==> src/include/pfh_pkg.sv <==
package pfh_pkg;
    // Bus timing, all in ns; cycle counts derived at 250 MHz
    localparam int CLK_PERIOD_NS = 4;
    localparam int ADDRESS_ACCESS_TIME_NS = 90;
    localparam int CE_ACCESS_TIME_NS = 90;
    localparam int WRITE_PULSE_NS = 35;
    localparam int WRITE_RECOVER_NS = 30;
    localparam int MIN_CLEAR_PULSE_NS = 500;
    localparam int CLEAR_HIGH_RECOVERY_NS = 50;
    localparam int READY_TIMEOUT_NS = 20000;
    // Least times round up
    localparam int ACC_CYC = (ADDRESS_ACCESS_TIME_NS + CLK_PERIOD_NS - 1) / CLK_PERIOD_NS;
    localparam int CE_CYC = (CE_ACCESS_TIME_NS + CLK_PERIOD_NS - 1) / CLK_PERIOD_NS;
    localparam int WP_CYC = (WRITE_PULSE_NS + CLK_PERIOD_NS - 1) / CLK_PERIOD_NS;
    localparam int WR_CYC = (WRITE_RECOVER_NS + CLK_PERIOD_NS - 1) / CLK_PERIOD_NS;
    localparam int RP_CYC = (MIN_CLEAR_PULSE_NS + CLK_PERIOD_NS - 1) / CLK_PERIOD_NS;
    localparam int RH_CYC = (CLEAR_HIGH_RECOVERY_NS + CLK_PERIOD_NS - 1) / CLK_PERIOD_NS;
    localparam int READY_CYC = READY_TIMEOUT_NS / CLK_PERIOD_NS;
    localparam int CNT_W = 16;
    // Unlock-bypass program is two bus writes, normal program four
    localparam int BYPASS_WRITES = 2;
    localparam int NORMAL_WRITES = 4;
    // Protect/accelerate pin drive codes
    localparam logic [1:0] PA_LOW = 2'h0;
    localparam logic [1:0] PA_HIGH = 2'h1;
    localparam logic [1:0] PA_HV = 2'h2;
    typedef enum logic [2:0] {
        ST_IDLE = 3'b000,
        ST_READ = 3'b001,
        ST_WRITE = 3'b010,
        ST_RECOVER = 3'b011,
        ST_CLEAR = 3'b100,
        ST_CLEAR_WAIT = 3'b101,
        ST_DONE = 3'b110
    } pfh_state_e;
endpackage

==> src/hdl/pfh_host.sv <==
// Operation
// - Reads drive chip select and output enable low, write strobe high.
// - Writes drive write strobe and chip select low, output enable high.
// - Shortened program mode takes two writes instead of four.
// - High voltage only for accelerated programming; pin never floats.
// - After standby, wait chip-select access time before sampling.
// - Host answers after a hardware reset so the user can restart an operation it cut off.
// - Host waits reset-high recovery before reading.
module pfh_host #(
    parameter int AW = 21,
    parameter int READY_CYCLES = pfh_pkg::READY_CYC
) (
    // Clock and reset
    input wire logic CLK_SYS,
    input wire logic SYS_RST,
    // User request
    input wire logic REQ_VALID,
    input wire logic REQ_WRITE,
    input wire logic REQ_CLEAR,
    input wire logic [AW:0] REQ_ADDR,
    input wire logic [15:0] REQ_WDATA,
    input wire logic REQ_BYTE_MODE,
    input wire logic [1:0] REQ_PA_MODE,
    output logic REQ_READY,
    output logic RSP_VALID,
    output logic [15:0] RSP_RDATA,
    output logic RSP_TIMEOUT,
    // Flash pins
    output logic [AW-1:0] FL_ADDR,
    output logic [15:0] FL_DQ_O,
    output logic [15:0] FL_DQ_OE,
    input wire logic [15:0] FL_DQ_I,
    output logic FL_CE_N,
    output logic FL_OE_N,
    output logic FL_WE_N,
    output logic FL_RESET_N,
    output logic FL_BYTE_N,
    output logic FL_PA_HV,
    output logic FL_PA_LVL,
    input wire logic FL_OP_DONE_FLAG
);
    if (AW < 1 || AW > 24) begin : g_bad_aw
        $error("pfh_host: AW out of range");
    end
    if (READY_CYCLES < 1 || READY_CYCLES >= (1 << pfh_pkg::CNT_W)) begin : g_bad_ready
        $error("pfh_host: READY_CYCLES out of range");
    end

    localparam int CW = pfh_pkg::CNT_W;

    pfh_pkg::pfh_state_e st_reg, st_next;
    logic [AW-1:0] addr_reg, addr_next;
    logic [15:0] dqo_reg, dqo_next;
    logic [15:0] dqoe_reg, dqoe_next;
    logic ce_n_reg, ce_n_next, oe_n_reg, oe_n_next, we_n_reg, we_n_next;
    logic rst_n_reg, rst_n_next, byte_n_reg, byte_n_next;
    logic pa_hv_reg, pa_hv_next, pa_lvl_reg, pa_lvl_next;
    logic ready_reg, ready_next, rv_reg, rv_next, to_reg, to_next;
    logic [15:0] rdata_reg, rdata_next;
    logic recov_reg, recov_next;
    logic load;
    logic [CW-1:0] load_val;
    logic expired;

    pfh_timer #(.W(CW)) u_timer (
        .clk(CLK_SYS),
        .rst(SYS_RST),
        .load(load),
        .value(load_val),
        .expired(expired)
    );

    always_comb begin
        st_next = st_reg;
        addr_next = addr_reg;
        dqo_next = dqo_reg;
        dqoe_next = dqoe_reg;
        ce_n_next = ce_n_reg;
        oe_n_next = oe_n_reg;
        we_n_next = we_n_reg;
        rst_n_next = rst_n_reg;
        byte_n_next = byte_n_reg;
        pa_hv_next = pa_hv_reg;
        pa_lvl_next = pa_lvl_reg;
        ready_next = 1'b0;
        rv_next = 1'b0;
        to_next = to_reg;
        rdata_next = rdata_reg;
        recov_next = recov_reg;
        load = 1'b0;
        load_val = '0;
        case (st_reg)
            pfh_pkg::ST_IDLE: begin
                // Deselected between accesses: standby, outputs released
                ce_n_next = 1'b1;
                oe_n_next = 1'b1;
                we_n_next = 1'b1;
                dqoe_next = '0;
                if (REQ_VALID && expired) begin
                    to_next = 1'b0;
                    byte_n_next = !REQ_BYTE_MODE;
                    // Level pin never floats; HV a distinct flag
                    pa_hv_next = (REQ_PA_MODE == pfh_pkg::PA_HV) && REQ_WRITE
                                 && !REQ_CLEAR;
                    pa_lvl_next = (REQ_PA_MODE != pfh_pkg::PA_LOW);
                    if (REQ_BYTE_MODE) begin
                        // Byte mode: lowest address on top data line
                        addr_next = REQ_ADDR[AW:1];
                    end else begin
                        addr_next = REQ_ADDR[AW-1:0];
                    end
                    if (REQ_CLEAR) begin
                        rst_n_next = 1'b0;
                        ce_n_next = 1'b1;
                        load = 1'b1;
                        load_val = CW'(pfh_pkg::RP_CYC);
                        st_next = pfh_pkg::ST_CLEAR;
                    end else if (REQ_WRITE) begin
                        // One bus write per request; user pairs two or four
                        ce_n_next = 1'b0;
                        we_n_next = 1'b0;
                        oe_n_next = 1'b1;
                        dqo_next = REQ_BYTE_MODE ? {REQ_ADDR[0], 7'h00, REQ_WDATA[7:0]}
                                                 : REQ_WDATA;
                        dqoe_next = REQ_BYTE_MODE ? 16'h80ff : 16'hffff;
                        load = 1'b1;
                        load_val = CW'(pfh_pkg::WP_CYC);
                        st_next = pfh_pkg::ST_WRITE;
                    end else begin
                        ce_n_next = 1'b0;
                        oe_n_next = 1'b0;
                        we_n_next = 1'b1;
                        dqo_next = {REQ_ADDR[0], 15'h0000};
                        dqoe_next = REQ_BYTE_MODE ? 16'h8000 : 16'h0000;
                        load = 1'b1;
                        // Leaving standby costs chip-select access time
                        load_val = CW'((pfh_pkg::CE_CYC > pfh_pkg::ACC_CYC) ?
                                       pfh_pkg::CE_CYC : pfh_pkg::ACC_CYC);
                        st_next = pfh_pkg::ST_READ;
                    end
                end
            end
            pfh_pkg::ST_READ: begin
                if (expired) begin
                    rdata_next = byte_lane_data(byte_n_reg, FL_DQ_I);
                    rv_next = 1'b1;
                    oe_n_next = 1'b1;
                    ce_n_next = 1'b1;
                    dqoe_next = '0;
                    st_next = pfh_pkg::ST_DONE;
                end
            end
            pfh_pkg::ST_WRITE: begin
                if (expired) begin
                    we_n_next = 1'b1; // Data latched on rising strobe
                    load = 1'b1;
                    load_val = CW'(pfh_pkg::WR_CYC);
                    st_next = pfh_pkg::ST_RECOVER;
                end
            end
            pfh_pkg::ST_RECOVER: begin
                if (expired) begin
                    // Program keeps running after deselect
                    ce_n_next = 1'b1;
                    dqoe_next = '0;
                    rv_next = 1'b1;
                    st_next = pfh_pkg::ST_DONE;
                end
            end
            pfh_pkg::ST_CLEAR: begin
                if (expired) begin
                    rst_n_next = 1'b1;
                    load = 1'b1;
                    load_val = CW'(READY_CYCLES);
                    st_next = pfh_pkg::ST_CLEAR_WAIT;
                end
            end
            pfh_pkg::ST_CLEAR_WAIT: begin
                // Busy low until internal reset ends, bounded wait
                if (FL_OP_DONE_FLAG || expired) begin
                    to_next = !FL_OP_DONE_FLAG;
                    recov_next = 1'b1;
                    load = 1'b1;
                    load_val = CW'(pfh_pkg::RH_CYC);
                    // Response lets the user restart a cut operation
                    rv_next = 1'b1;
                    st_next = pfh_pkg::ST_DONE;
                end
            end
            pfh_pkg::ST_DONE: begin
                // Next request only after timer clears (reset-high recovery)
                recov_next = 1'b0;
                ready_next = 1'b0;
                st_next = pfh_pkg::ST_IDLE;
            end
            default: st_next = pfh_pkg::ST_IDLE;
        endcase
        if (st_next == pfh_pkg::ST_IDLE && !(load) && expired && !req_taken(st_reg, REQ_VALID)) begin
            ready_next = 1'b1;
        end
    end

    function automatic logic [15:0] byte_lane_data(input logic bn, input logic [15:0] d);
        byte_lane_data = bn ? d : {8'h00, d[7:0]};
    endfunction

    function automatic logic req_taken(input pfh_pkg::pfh_state_e s, input logic v);
        req_taken = (s == pfh_pkg::ST_IDLE) && v;
    endfunction

    always_ff @(posedge CLK_SYS) begin
        if (SYS_RST) begin
            st_reg <= pfh_pkg::ST_IDLE;
            addr_reg <= '0;
            dqo_reg <= '0;
            dqoe_reg <= '0;
            ce_n_reg <= 1'b1;
            oe_n_reg <= 1'b1;
            we_n_reg <= 1'b1;
            rst_n_reg <= 1'b1;
            byte_n_reg <= 1'b1;
            pa_hv_reg <= 1'b0;
            pa_lvl_reg <= 1'b1;
            ready_reg <= 1'b0;
            rv_reg <= 1'b0;
            to_reg <= 1'b0;
            rdata_reg <= '0;
            recov_reg <= 1'b0;
        end else begin
            st_reg <= st_next;
            addr_reg <= addr_next;
            dqo_reg <= dqo_next;
            dqoe_reg <= dqoe_next;
            ce_n_reg <= ce_n_next;
            oe_n_reg <= oe_n_next;
            we_n_reg <= we_n_next;
            rst_n_reg <= rst_n_next;
            byte_n_reg <= byte_n_next;
            pa_hv_reg <= pa_hv_next;
            pa_lvl_reg <= pa_lvl_next;
            ready_reg <= ready_next;
            rv_reg <= rv_next;
            to_reg <= to_next;
            rdata_reg <= rdata_next;
            recov_reg <= recov_next;
        end
    end

    assign REQ_READY = ready_reg;
    assign RSP_VALID = rv_reg;
    assign RSP_RDATA = rdata_reg;
    assign RSP_TIMEOUT = to_reg;
    assign FL_ADDR = addr_reg;
    assign FL_DQ_O = dqo_reg;
    assign FL_DQ_OE = dqoe_reg;
    assign FL_CE_N = ce_n_reg;
    assign FL_OE_N = oe_n_reg;
    assign FL_WE_N = we_n_reg;
    assign FL_RESET_N = rst_n_reg;
    assign FL_BYTE_N = byte_n_reg;
    assign FL_PA_HV = pa_hv_reg;
    assign FL_PA_LVL = pa_lvl_reg;
endmodule // pfh_host

==> src/hdl/pfh_timer.sv <==
// Down counter for bus phase timing
module pfh_timer #(
    parameter int W = 16
) (
    input wire logic clk,
    input wire logic rst,
    input wire logic load,
    input wire logic [W-1:0] value,
    output logic expired
);
    logic [W-1:0] cnt_reg;
    logic [W-1:0] cnt_next;

    always_comb begin
        cnt_next = cnt_reg;
        if (load) begin
            cnt_next = value;
        end else if (cnt_reg != '0) begin
            cnt_next = cnt_reg - W'(1);
        end
    end

    always_ff @(posedge clk) begin
        if (rst) begin
            cnt_reg <= '0;
        end else begin
            cnt_reg <= cnt_next;
        end
    end

    // Plain count test: gating with load would close a loop through the caller
    assign expired = (cnt_reg == '0);
endmodule // pfh_timer

==> config.mk <==
export PLATFORM = sky130hd
export DESIGN_NAME = pfh_host
export DESIGN_NICKNAME = d
export VERILOG_FILES = /design/src/include/pfh_pkg.sv /design/src/hdl/pfh_host.sv /design/src/hdl/pfh_timer.sv
export SDC_FILE = /design/constraint.sdc
export NUM_CORES = 1
export LEC_CHECK = 0
export BUFFER_PORTS_ARGS = -buffer_cell sky130_fd_sc_hd__buf_4
export CAP_MARGIN = 20
export CORE_UTILIZATION = 50
export DETAILED_ROUTE_END_ITERATION = 10
export GPL_ROUTABILITY_DRIVEN = 0
export PLACE_DENSITY = 0.81
export RECOVER_POWER = 50
export SETUP_SLACK_MARGIN = 0.3
export SYNTH_ARGS = -nofsm -noshare
export SYNTH_HDL_FRONTEND = slang
export SYNTH_HIERARCHICAL = 1
export SYNTH_SLANG_ARGS = --single-unit
==> constraint.sdc <==
create_clock -name CLK_SYS -period 3.7 [get_ports CLK_SYS]
set_input_delay 0.185 -clock CLK_SYS [delete_from_list [all_inputs] [get_ports CLK_SYS]]
set_output_delay 0.185 -clock CLK_SYS [all_outputs]
set_load 0.02 [all_outputs]
==> impl_metrics.env <==
export IMPL_outcome="finished clean"
export IMPL_nets=647
export IMPL_clkTransAtPathRegs_ps=90
export IMPL_grt_pass1_wl_mm=17.30
export IMPL_synth_top_cell_area_share_pct=41.48
export IMPL_numCtsBuffers=9
export IMPL_coreArea_sq_um=7848
export IMPL_antenna_found_initial=0
export IMPL_synth_top_area_cell="dfxtp_1"
export IMPL_holdWs_ps=64.66
export IMPL_synthFlopType="dfxtp_1"
export IMPL_leakagePower_nw=1.874
export IMPL_post_cts_repair_setup_buffers=0
export IMPL_antenna_cells=0
export IMPL_setup_violations_final=0
export IMPL_cts_tree="done"
export IMPL_stdcell_area_sq_um=4974
export IMPL_critical_path_max_fanout=21
export IMPL_worstSetupPathType="reg -> reg"
export IMPL_io_buffers=141
export IMPL_start_util_pct=52.28
export IMPL_drive_above_1_share_pct=15.99
export IMPL_layout_min_cycle_time_ps=3035
export IMPL_wire_per_inst_microns=15.81
export IMPL_grt_overflow=0
export IMPL_synth_edf_count=0
export IMPL_swShare_pct=38.02
export IMPL_hpwlAfterDp_mm=7.322
export IMPL_cts_resized=0
export IMPL_irDropWorstVdd_v=0.0003164
export IMPL_finalCritPeriodShare_pct=82.01
export IMPL_totalWireLength_mm=10.91
export IMPL_skew_ps=5.703
export IMPL_powerDensity_nw_per_um2=641.7
export IMPL_hold_viol=0
export IMPL_maxCapViolations=0
export IMPL_cts_sinks=85
export IMPL_setup_tns_ps=0
export IMPL_io_pins=142
export IMPL_ys_warn_count=6
export IMPL_synth_area_leaders="dfxtp_1, a21oi_1, mux2i_1"
export IMPL_drc=0
export IMPL_cp_required_ps=3980
export IMPL_slew_headroom_pct=41.95
export IMPL_root_buffer="clkbuf_8"
export IMPL_maxSlewViolCount=0
export IMPL_r2r_setup_slack_ps=670
export IMPL_crit_start="u_timer/cnt_reg[0]"
export IMPL_drt_iter0_drc=268
export IMPL_placed_area_sq_um=5036
export IMPL_htree_levels=3
export IMPL_ys_seq_area_share_pct=41.48
export IMPL_dr_pass1_iters=6
export IMPL_clockBufferDepth=2
export IMPL_switching_power_mw=1.214
export IMPL_clock_latency_ps=360
export IMPL_fp_row_count=32
export IMPL_ys_seq_elements=85
export IMPL_p_int_mw=1.978
export IMPL_worstSetupStartpointType="flop"
export IMPL_nFillCells=751
export IMPL_p_clk_share_pct=25.4
export IMPL_die_area_sq_um=8572
export IMPL_power_frac_comb_pct=36.2
export IMPL_mappedNetlistArea_sq_um=4103
export IMPL_crit_arrival_ps=3320
export IMPL_cts_hold_buf=0
export IMPL_postRouteAntennaNets=0
export IMPL_post_drt_via_cell_ratio=5.723
export IMPL_synthCells=478
export IMPL_gr_usage_all_layers_pct=25.55
export IMPL_fp_dieW_microns=92.59
export IMPL_area_growth_pct=21.23
export IMPL_synth_distinct_cells=55
export IMPL_hold_path_class="in -> reg"
export IMPL_cp_end_kind="flop"
export IMPL_p_seq_share_pct=38.4
export IMPL_vias=3949
export IMPL_die_h_microns=92.59
export IMPL_synth_avg_cell_area_sq_um=8.583
export IMPL_final_common_cell="dfxtp_1"
export IMPL_hp_start="FL_DQ_I[6]"
export IMPL_largest_reg_flops=21
export IMPL_r2r_start="u_timer/cnt_reg[0]"
export IMPL_synth_async_reset_ratio_pct=0
export IMPL_rsz0062_at_grt="false"
export IMPL_worst_pin_slew_ps=870.7
export IMPL_mostFrequentLayoutCells="dfxtp_1, clkbuf_1, buf_4"
export IMPL_grt_max_degree=81
export IMPL_fmax_mhz=329.5
export IMPL_grt_pass1_vias=3574
-- critical path, cell delays in order, from the launching register on --
cell      delay (ps)
dfxtp_1          370
inv_1             90
ha_1             210
nor2b_1          310
nand3_1          160
nor2_1           140
buf_4            240
nand2b_1          80
o32ai_1          270
buf_4            240
nor2b_1          640
nand2_1          110
o21ai_0          100
-- cells by family after synthesis --
family | share of synthesized area (%)
buffers and inverters | 8.417
other | 0.09140
adders and majority gates | 0.3049
and+or+nand+nor | 19.79
DFF | 41.48
xor gates and xnor gates | 2.348
muxes | 6.099
AOI/OAI and AO/OA | 21.47
-- stage by stage --
stage,total power [mW],worst slack (ps),utilization (%),cells
final,3.191,665.5,63.38,690
after global routing,3.373,344.6,63.38,690
after CTS,3.268,711.4,67.35,690
after detailed placement,2.457,751.8,64.17,674
after global placement,2.427,888.0,64.17,674
after floorplan,2.117,1013,-,482
-- layout make-up --
| type | instances | area (sq um) | area share, % |
|---|---|---|---|
| clock buffer | 11 | 141.4 | 2.843 |
| clock inverter | 5 | 107.6 | 2.164 |
| inverter | 7 | 26.28 | 0.5283 |
| multi-input combinational | 333 | 2062 | 41.46 |
| sequential | 85 | 1702 | 34.21 |
| tap | 102 | 127.6 | 2.566 |
| timing repair buffer | 147 | 807.0 | 16.23 |
-- power groups by stage --
stage                     clock (mW)  combinational, mW  sequential [mW]
after floorplan                    0              0.838             1.28
after global placement             0               1.19             1.24
after detailed placement           0               1.22             1.24
after CTS                      0.819               1.22             1.23
after global routing           0.863               1.27             1.24
final                          0.812               1.15             1.23
-- cells in the mapped netlist, types with 2 or more instances --
master and count:
xor2_1 8, nand4_1 18, a211oi_1 18, xnor2_1 3, nor4bb_1 2, nor4b_1 3, nand4b_1 2, nor4_1 3
o21ai_0 33, a221oi_1 2, buf_2 14, clkbuf_1 22, buf_6 4, a21o_1 3, a31oi_1 5, inv_1 7
and3b_1 3, a21oi_1 62, and3_1 2, or3_1 2, o211ai_1 2, nand2b_1 3, mux2i_1 25, dfxtp_1 85
nor2b_1 7, buf_4 15, a211oi_2 4, nor3_1 8, nand3_1 16, a22oi_1 2, nor2_1 20, nand2_1 47
o31a_1 3, o31ai_1 4
-- metal layers --
| layer | vias up | track usage, % | wire, microns |
|---|---|---|---|
| met4 | 0 | 10.55 | 186 |
| li1 | 1913 | - | - |
| met2 | 167 | 41.73 | 5274 |
| met5 | - | 0 | 0 |
| met3 | 18 | 5.911 | 778 |
| met1 | 1851 | 32.33 | 4668 |
-- final timing paths --
kind / cells after the start / to
setup / recovery: 12 / u_timer/cnt_reg[7]
hold / removal: 3 / RSP_RDATA[6]
setup reg to reg: 12 / u_timer/cnt_reg[7]
hold reg to reg: 2 / RSP_RDATA[8]
Note: power is estimated with default switching activity, not from simulation.
